### src/modem_lines_defs.vh
`ifndef MODEM_LINES_DEFS_VH
`define MODEM_LINES_DEFS_VH

// ----------------------------------------------------------------------
// Register byte offsets
// ----------------------------------------------------------------------
`define ADR_W             4
`define ADR_MODEM_CTRL    4'h0
`define ADR_MODEM_STAT    4'h4
`define ADR_SCRATCH       4'h8

// ----------------------------------------------------------------------
// Modem control register fields
// ----------------------------------------------------------------------
`define CTRL_W            5
`define CTRL_DTR          0
`define CTRL_RTS          1
`define CTRL_AUX1         2
`define CTRL_AUX2         3
`define CTRL_LOOP         4
`define CTRL_RESET        5'h00

// ----------------------------------------------------------------------
// Modem status register fields
// ----------------------------------------------------------------------
`define STAT_W            8
`define STAT_DCTS         0
`define STAT_DDSR         1
`define STAT_TERI         2
`define STAT_DDCD         3
`define STAT_CTS          4
`define STAT_DSR          5
`define STAT_RI           6
`define STAT_DCD          7

// ----------------------------------------------------------------------
// Line indices, reset levels, bus widths
// ----------------------------------------------------------------------
`define LINES             4
`define LINE_CTS          0
`define LINE_DSR          1
`define LINE_RI           2
`define LINE_DCD          3
`define LINE_IDLE         1'b1
`define LINES_NONE        4'h0
`define DAT_W             32
`define SEL_W             4
`define BYTE_W            8
`define READ_PAD          24'h000000
`define SCRATCH_RESET     8'h00
`define DAT_ZERO          32'h00000000

`endif

### src/line_sync2.v
`timescale 1ns/1ns

// ----------------------------------------------------------------------
// Two-stage synchronizer for one modem input line
// ----------------------------------------------------------------------
module line_sync2
(
  input  wire clk,
  input  wire rst_n,
  input  wire d,
  output wire q
);

  reg meta_reg;
  reg sync_reg;

  always @(posedge clk or negedge rst_n)
  begin
    if (!rst_n)
    begin
      meta_reg <= 1'b1;
      sync_reg <= 1'b1;
    end
    else
    begin
      meta_reg <= d;
      sync_reg <= meta_reg;
    end
  end

  assign q = sync_reg;

endmodule // line_sync2

### src/modem_lines.v
// Functional notes
// Clear-to-send line, active low, reads as status bit 4.
// Data-set-ready line, active low, reads as status bit 5.
// Data-carrier-detect line, active low, reads as status bit 7.
// Ring-indicator line, active low, reads as status bit 6.
// Data-terminal-ready output, active low, follows control bit 0. Held inactive while loopback bit 4 is set.
// Request-to-send output, active low, follows control bit 1. Held inactive while loopback bit 4 is set.
// Every modem input passes a two-stage synchronizer before status.
//
// The implementer's own choices: the Wishbone slave port and the address map.
`timescale 1ns/1ns
`include "modem_lines_defs.vh"

module modem_lines
(
  input  wire                 REF_CLK,
  input  wire                 RESET_N,
  input  wire                 WB_CYC_I,
  input  wire                 WB_STB_I,
  input  wire                 WB_WE_I,
  input  wire [`ADR_W-1:0]    WB_ADR_I,
  input  wire [`SEL_W-1:0]    WB_SEL_I,
  input  wire [`DAT_W-1:0]    WB_DAT_I,
  output reg  [`DAT_W-1:0]    WB_DAT_O,
  output reg                  WB_ACK_O,
  input  wire                 CTS_N,
  input  wire                 DSR_N,
  input  wire                 RI_N,
  input  wire                 DCD_N,
  output reg                  DTR_N,
  output reg                  RTS_N
);

  // --------------------------------------------------------------------
  // Address decode helper
  // --------------------------------------------------------------------
  function hit;
    input [`ADR_W-1:0] adr;
    input [`ADR_W-1:0] off;
    begin
      hit = (adr == off);
    end
  endfunction

  // --------------------------------------------------------------------
  // Declarations
  // --------------------------------------------------------------------
  wire [`LINES-1:0]   line_n;
  wire [`LINES-1:0]   line_sync_n;
  wire [`LINES-1:0]   pin_level;
  reg  [`LINES-1:0]   loop_level;
  wire [`LINES-1:0]   level;
  reg  [`LINES-1:0]   level_prev_reg;
  wire [`LINES-1:0]   change;
  reg  [`LINES-1:0]   delta_reg;
  reg  [`LINES-1:0]   delta_next;
  reg  [`CTRL_W-1:0]  ctrl_reg;
  reg  [`CTRL_W-1:0]  ctrl_next;
  reg  [`BYTE_W-1:0]  scratch_reg;
  reg  [`BYTE_W-1:0]  scratch_next;
  wire [`STAT_W-1:0]  status;
  reg  [`BYTE_W-1:0]  read_byte;
  wire                take;
  wire                take_wr;
  wire                take_rd;

  assign line_n[`LINE_CTS] = CTS_N;
  assign line_n[`LINE_DSR] = DSR_N;
  assign line_n[`LINE_RI]  = RI_N;
  assign line_n[`LINE_DCD] = DCD_N;

  // --------------------------------------------------------------------
  // Input synchronizers
  // --------------------------------------------------------------------
  genvar gi;
  generate
    for (gi = 0; gi < `LINES; gi = gi + 1)
    begin : g_sync
      line_sync2 u_sync
      (
        .clk   (REF_CLK),
        .rst_n (RESET_N),
        .d     (line_n[gi]),
        .q     (line_sync_n[gi])
      );
      assign pin_level[gi] = ~line_sync_n[gi];
    end
  endgenerate

  // --------------------------------------------------------------------
  // Loopback source: outputs fed back to inputs
  // --------------------------------------------------------------------
  always @*
  begin
    loop_level               = `LINES_NONE;
    loop_level[`LINE_CTS]    = ctrl_reg[`CTRL_RTS];
    loop_level[`LINE_DSR]    = ctrl_reg[`CTRL_DTR];
    loop_level[`LINE_RI]     = ctrl_reg[`CTRL_AUX1];
    loop_level[`LINE_DCD]    = ctrl_reg[`CTRL_AUX2];
  end

  assign level = ctrl_reg[`CTRL_LOOP] ? loop_level : pin_level;

  // --------------------------------------------------------------------
  // Change detection
  // --------------------------------------------------------------------
  generate
    for (gi = 0; gi < `LINES; gi = gi + 1)
    begin : g_change
      if (gi == `LINE_RI)
      begin : g_trail
        // Ring counts only when the ring ends
        assign change[gi] = level_prev_reg[gi] & ~level[gi];
      end
      else
      begin : g_any
        assign change[gi] = level_prev_reg[gi] ^ level[gi];
      end
    end
  endgenerate

  // --------------------------------------------------------------------
  // Status word
  // --------------------------------------------------------------------
  assign status[`STAT_DCTS] = delta_reg[`LINE_CTS];
  assign status[`STAT_DDSR] = delta_reg[`LINE_DSR];
  assign status[`STAT_TERI] = delta_reg[`LINE_RI];
  assign status[`STAT_DDCD] = delta_reg[`LINE_DCD];
  assign status[`STAT_CTS]  = level[`LINE_CTS];
  assign status[`STAT_DSR]  = level[`LINE_DSR];
  assign status[`STAT_RI]   = level[`LINE_RI];
  assign status[`STAT_DCD]  = level[`LINE_DCD];

  // --------------------------------------------------------------------
  // Bus request taking
  // --------------------------------------------------------------------
  assign take    = WB_CYC_I & WB_STB_I & ~WB_ACK_O;
  assign take_wr = take & WB_WE_I;
  assign take_rd = take & ~WB_WE_I;

  // --------------------------------------------------------------------
  // Next-state logic
  // --------------------------------------------------------------------
  always @*
  begin
    ctrl_next = ctrl_reg;
    if (take_wr && WB_SEL_I[0] && hit(WB_ADR_I, `ADR_MODEM_CTRL))
    begin
      ctrl_next = WB_DAT_I[`CTRL_W-1:0];
    end
  end

  always @*
  begin
    scratch_next = scratch_reg;
    if (take_wr && WB_SEL_I[0] && hit(WB_ADR_I, `ADR_SCRATCH))
    begin
      scratch_next = WB_DAT_I[`BYTE_W-1:0];
    end
  end

  // A change in the reading cycle survives the clear
  always @*
  begin
    delta_next = delta_reg;
    if (take_rd && hit(WB_ADR_I, `ADR_MODEM_STAT))
    begin
      delta_next = `LINES_NONE;
    end
    delta_next = delta_next | change;
  end

  always @*
  begin
    read_byte = {`BYTE_W{1'b0}};
    if (hit(WB_ADR_I, `ADR_MODEM_CTRL))
    begin
      read_byte = {{(`BYTE_W-`CTRL_W){1'b0}}, ctrl_reg};
    end
    else if (hit(WB_ADR_I, `ADR_MODEM_STAT))
    begin
      read_byte = status;
    end
    else if (hit(WB_ADR_I, `ADR_SCRATCH))
    begin
      read_byte = scratch_reg;
    end
  end

  // --------------------------------------------------------------------
  // State registers
  // --------------------------------------------------------------------
  always @(posedge REF_CLK or negedge RESET_N)
  begin
    if (!RESET_N)
    begin
      ctrl_reg       <= `CTRL_RESET;
      scratch_reg    <= `SCRATCH_RESET;
      delta_reg      <= `LINES_NONE;
      level_prev_reg <= `LINES_NONE;
    end
    else
    begin
      ctrl_reg       <= ctrl_next;
      scratch_reg    <= scratch_next;
      delta_reg      <= delta_next;
      level_prev_reg <= level;
    end
  end

  // --------------------------------------------------------------------
  // Bus answer
  // --------------------------------------------------------------------
  always @(posedge REF_CLK or negedge RESET_N)
  begin
    if (!RESET_N)
    begin
      WB_ACK_O <= 1'b0;
      WB_DAT_O <= `DAT_ZERO;
    end
    else
    begin
      WB_ACK_O <= take;
      if (take_rd)
      begin
        WB_DAT_O <= {`READ_PAD, read_byte};
      end
    end
  end

  // --------------------------------------------------------------------
  // Modem outputs, held inactive in loopback
  // --------------------------------------------------------------------
  always @(posedge REF_CLK or negedge RESET_N)
  begin
    if (!RESET_N)
    begin
      DTR_N <= 1'b1;
      RTS_N <= 1'b1;
    end
    else
    begin
      DTR_N <= ~(ctrl_next[`CTRL_DTR] & ~ctrl_next[`CTRL_LOOP]);
      RTS_N <= ~(ctrl_next[`CTRL_RTS] & ~ctrl_next[`CTRL_LOOP]);
    end
  end

endmodule // modem_lines

### config.mk
export PLATFORM = sky130hd
export DESIGN_NAME = modem_lines
export DESIGN_NICKNAME = d
export VERILOG_FILES = /design/src/line_sync2.v /design/src/modem_lines.v
export VERILOG_INCLUDE_DIRS = /design/src /design/src/src
export SDC_FILE = /design/constraint.sdc
export NUM_CORES = 1
export LEC_CHECK = 0
export BUFFER_PORTS_ARGS = -buffer_cell sky130_fd_sc_hd__buf_2
export CAP_MARGIN = 10
export CORE_UTILIZATION = 30
export CTS_CLUSTER_DIAMETER = 200
export DETAILED_ROUTE_END_ITERATION = 6
export PLACE_DENSITY_LB_ADDON = 0.2
export SETUP_SLACK_MARGIN = 0.1
export SYNTH_ARGS = -nofsm -noshare
export SYNTH_HDL_FRONTEND = slang
export SYNTH_SLANG_ARGS = --single-unit
### constraint.sdc
create_clock -name REF_CLK -period 1.43 [get_ports REF_CLK]
set_input_delay 0.429 -clock REF_CLK [delete_from_list [all_inputs] [get_ports REF_CLK]]
set_output_delay 0.429 -clock REF_CLK [all_outputs]
set_load 0.02 [all_outputs]
### Yosys cells after proc, flatten, opt, wreduce, memory -nomap -nowiden

Cells that the tools add are included.

| storage, ports and cells | value |
|---|---|
| bits in registers | 40 |
| latch bits | 0 |
| bits in writable memories | 0 |
| memory bits (read-only) | 0 |
| bits of input ports | 49 |
| output and inout bits | 35 |
| word-level logic and storage cells | 51 |
| memories | 0 |

| cells by class | value |
|---|---|
| add/subtract/negate cells | 0 |
| multipliers | 0 |
| divide/modulo/power cells | 0 |
| order comparisons | 0 |
| eq/ne operators | 2 |
| shift operators | 0 |
| mux-type cells | 6 |
| bitwise gates (word level) | 21 |
| reductions and logical operators | 5 |

Operators by type and width:

| kind | count |
|---|---|
| $mux 8 | 3 |
| $not 1->1 | 10 |
| $mux 4 | 2 |
| $and 1x1->1 | 7 |
| $mux 5 | 1 |
| $eq 4x3->1 const B | 1 |
| $eq 4x4->1 const B | 1 |
| $logic_and 1x1->1 | 4 |
| $logic_not 4->1 | 1 |
| $or 4x4->4 | 1 |
| $xor 1x1->1 | 3 |

### Logic depth before layout (Yosys ltp)

| logic depth | value |
|---|---|
| word-level depth | 9 |
| mapped depth | 6 |
| gate-level depth less buffers | 4 |

### By module

From an unflattened synthesis, not the netlist that was laid out.

| second synthesis, totals | value |
|---|---|
| cell total of the unflattened synthesis | 157 |
| area total of the unflattened synthesis | 1846.8 µm² |

Modules (own cells, without submodules):

| module | instances | cells each | area an instance (µm²) | seq. area each (µm²) |
|---|---|---|---|---|
| modem_lines | 1 | 149 | 1636.6 | 803.3 |
| line_sync2 | 4 | 2 | 52.6 | 52.6 |

### Worst setup path after synthesis

No wires, ideal clock.

| timing path | value |
|---|---|
| path type | reg-to-reg |
| from | register WB_ACK_O |
| to | register delta_reg[2] |
| library setup time | 0.121 ns |
| arrival time | 1.394 ns |
| required time | 1.309 ns |
| slack | -0.085 ns |
| cell stages (with the launch flop) | 6 |
| path buffers | 1 |
| period minus slack after synthesis | 1.515 ns |
| cell sequence | dfrtp_1 nand3b_4 or2_2 clkbuf_1 nand2b_1 a22o_1 |

| on the way | value |
|---|---|
| longest elaborated chain between the ends | 6 |

Ends and longest elaborated chain:

| item | RTL line | text |
|---|---|---|
| start: declaration | modem_lines.v:25 | `output reg WB_ACK_O,` |
| start signal: assignment | modem_lines.v:223 | `WB_ACK_O <= take;` |
| $not 1->1 | modem_lines.v:137 | `assign take = WB_CYC_I & WB_STB_I & ~WB_ACK_O;` |
| $and 1x1->1 | modem_lines.v:137 |  |
| $and 1x1->1 | modem_lines.v:139 | `assign take_rd = take & ~WB_WE_I;` |
| $logic_and 1x1->1 | modem_lines.v:166 | `` if (take_rd && hit(WB_ADR_I, `ADR_MODEM_STAT)) `` |
| $mux 4 | modem_lines.v:166 |  |
| $or 4x4->4 | modem_lines.v:170 | `delta_next = delta_next \| change;` |
| via delta_next[2] | modem_lines.v:56 | `` reg [`LINES-1:0] delta_next; `` |
| end signal: assignment | modem_lines.v:199 | `` delta_reg <= `LINES_NONE; `` |
| end signal: assignment | modem_lines.v:206 | `delta_reg <= delta_next;` |
| end: declaration | modem_lines.v:55 | `` reg [`LINES-1:0] delta_reg; `` |

The timed path passes the listed nets, and every way through them passes these cells.
A chain may end at the register's enable or synchronous reset.

### Final worst setup path

| timing path | value |
|---|---|
| from | register WB_ACK_O |
| to | register ctrl_reg[2] |

| on the way | value |
|---|---|
| longest elaborated chain between the ends | 5 |

Ends and longest elaborated chain:

| item | RTL line | text |
|---|---|---|
| $not 1->1 | modem_lines.v:137 |  |
| $and 1x1->1 | modem_lines.v:137 |  |
| $and 1x1->1 | modem_lines.v:138 | `assign take_wr = take & WB_WE_I;` |
| $logic_and 1x1->1 (2 in series) | modem_lines.v:147 | `` if (take_wr && WB_SEL_I[0] && hit(WB_ADR_I, `ADR_MODEM_CTRL)) `` |
| end signal: assignment | modem_lines.v:197 | `` ctrl_reg <= `CTRL_RESET; `` |
| end signal: assignment | modem_lines.v:204 | `ctrl_reg <= ctrl_next;` |
| end: declaration | modem_lines.v:57 | `` reg [`CTRL_W-1:0] ctrl_reg; `` |

Every way passes these cells.

==> flow_summary.toml <==
[final_layout]
n_antenna_cell = 0
final_common_cell = "buf_2"
area_growth_pct = 20.4
drive_above_1_share_pct = 43.9
finalCoreUtilization_pct = 37.9
fin_nets = 253
mostFrequentLayoutCells = "30 x buf_2, 28 x dfrtp_1, 24 x conb_1"

[yosys]
synth-seq-cells = 40
synth_edf_count = 0
synth_area_per_cell_sq_um = 12.0
synth_area_sq_um = 1890
yosys_warnings = 0
synth_cell_type_count = 32
synth-main-ff-cell = "dfrtp_1"
synth_seq_area_share_pct = 53.7
async_flop_share_pct = 100
synthCells = 157

[clock_network]
clk_transition_reported_paths_ns = 0.08
cts_sinks = 40
clkLatencyLatePin_ns = 0.29
cts_max_path_buffers = 2
cts-root-buf = "clkbuf_8"
cts_made_buffers = 5
htreeDepth = 2
cts_tree = "yes"

[timing]
finClkSkew_ns = 0.00384
rsz0062_at_grt = "yes"
max_freq_mhz = 704
hold_viol_final = 0
slew_violations = 0
fin_tns_setup_ns = 0
period_share_pct = 99.3
whs_ns = 0.0906
finalCriticalPeriod_ns = 1.42
setup_violations = 0

[grt]
grt_pass1_wl_mm = 5.48
first_global_vias = 1103
grt_util_all_layers_pct = 11.4
antenna_found_initial = 0
grt_overflow = 0
grt_max_degree = 41

[critical_path]
arrival_ns = 1.60
end_kind = "register"
setup.worst_path.class = "register to register"
cp_max_fo = 7
required_ns = 1.61
cp-start-kind = "register"

[outcome]
status = "complete, no violations"

[floorplanning]
io_pins = 84
row_count = 28
die_h_um = 81.3
core-area_sq_um = 5990
die_x_um = 81.3
initial_core_util_pct = 31.5
dieArea_sq_um = 6610

[flow_run]
maxCapViolCount = 0

[drt]
viasPerCell = 4.13
drtIter0Drc = 18
routedWlPerCell_um = 11.7
post-route-drc-count = 0
dr.pass1.iters = 4
vias = 1156
routed_wl_mm = 3.28
final_antenna_net_count = 0

[pwr]
power_density_nw_per_um2 = 1050
leakage_uw = 0.00115
vdd_drop_max_uv = 459

[place]
portBuffers = 32
gp_congestion = 0.712
dp_hpwl_mm = 2.35

[hold_path]
worstHoldPathType = "primary input to asynchronous set/reset pin"
stage by stage:
step	instances	instance area, sq um	total power, uW	setup slack (ns)
6_report	280	2270	2380	0.00991
5_1_grt	280	2270	2510	-0.0432
4_1_cts	280	2250	2400	-0.00607
3_5_place_dp	271	2120	1600	-0.197
3_3_place_gp	271	2120	1600	-0.203
2_1_floorplan	180	2000	1520	-0.0357
critical path: stages (launching register included):
cell,delay [ns]
dfrtp_2,0.40
nand3b_4,0.17
nor3_4,0.28
nand2_4,0.13
mux2_4,0.32
cell type report:
type / count / area [sq um]
timing repair buffer: 47 / 302
fill: 616 / 3720
tap: 75 / 93.8
clock buffer: 8 / 90.1
sequential: 40 / 1020
inverter: 7 / 26.3
multi-input combinational: 103 / 743
synthesized netlist by cell type, types with 2 or more instances:
cell | count | area [sq um]
dfrtp_1 | 30 | 751
buf_4 | 24 | 180
mux2_2 | 13 | 146
dfstp_2 | 10 | 263
nand2_1 | 10 | 37.5
inv_1 | 7 | 26.3
nor2b_1 | 7 | 43.8
nand2b_1 | 6 | 37.5
o21ai_0 | 6 | 30.0
mux2i_1 | 5 | 50.1
a21o_1 | 3 | 22.5
a22o_1 | 3 | 26.3
a22oi_1 | 3 | 22.5
nor2_1 | 3 | 11.3
o31ai_1 | 3 | 22.5
xor2_1 | 3 | 26.3
a221oi_1 | 2 | 17.5
buf_6 | 2 | 22.5
clkbuf_8 | 2 | 27.5
nand2_2 | 2 | 12.5
o41ai_1 | 2 | 17.5
cells by family (layout without fill, tap and decap cells):
kind of cell | after synthesis | count (layout) | share of synthesized area [%]
buf+inv | 37 | 62 | 14.1
xor+xnor | 3 | 3 | 1.39
mux | 18 | 18 | 10.4
other cells | 1 | 24 | 0.199
compound gates | 23 | 23 | 8.89
simple gates | 35 | 35 | 11.3
flops | 40 | 40 | 53.7
what timing repair did:
item | in CTS | in global routing
hold buffers | 0 | 0
pin swaps | 3 | 5
gates cloned | 0 | 0
resized for setup | 9 | 6
endpoints found under the setup margin | 23 | 22
setup buffers | 1 | 0
routing by layer:
metal	wire length, um	track usage, %	vias up
li1	-	-	577
met1	1610	15.4	533
met2	1410	16.8	40
met3	201	3.60	6
met4	56	4.82	0
met5	0	0	-
report_power, final:
group,switching (uW),internal [uW]
registers,39.5,1210
logic,200,140
clock network,391,394
total,630,1740
final timing paths:
kind,endpoint,from,slack [ns],cells past startpoint
max,ctrl_reg[2],WB_ACK_O,0.01,4
min,scratch_reg[7],RESET_N,0.09,2
max reg2reg,ctrl_reg[2],WB_ACK_O,0.01,4
min reg2reg,g_sync[3].u_sync.q,g_sync[3].u_sync.meta_reg,0.36,0
max in group asynchronous,g_sync[0].u_sync.q,RESET_N,1.08,2
min in group REF_CLK,g_sync[1].u_sync.meta_reg,DSR_N,0.22,1
No activity file was read; power rests on OpenSTA's default activity.
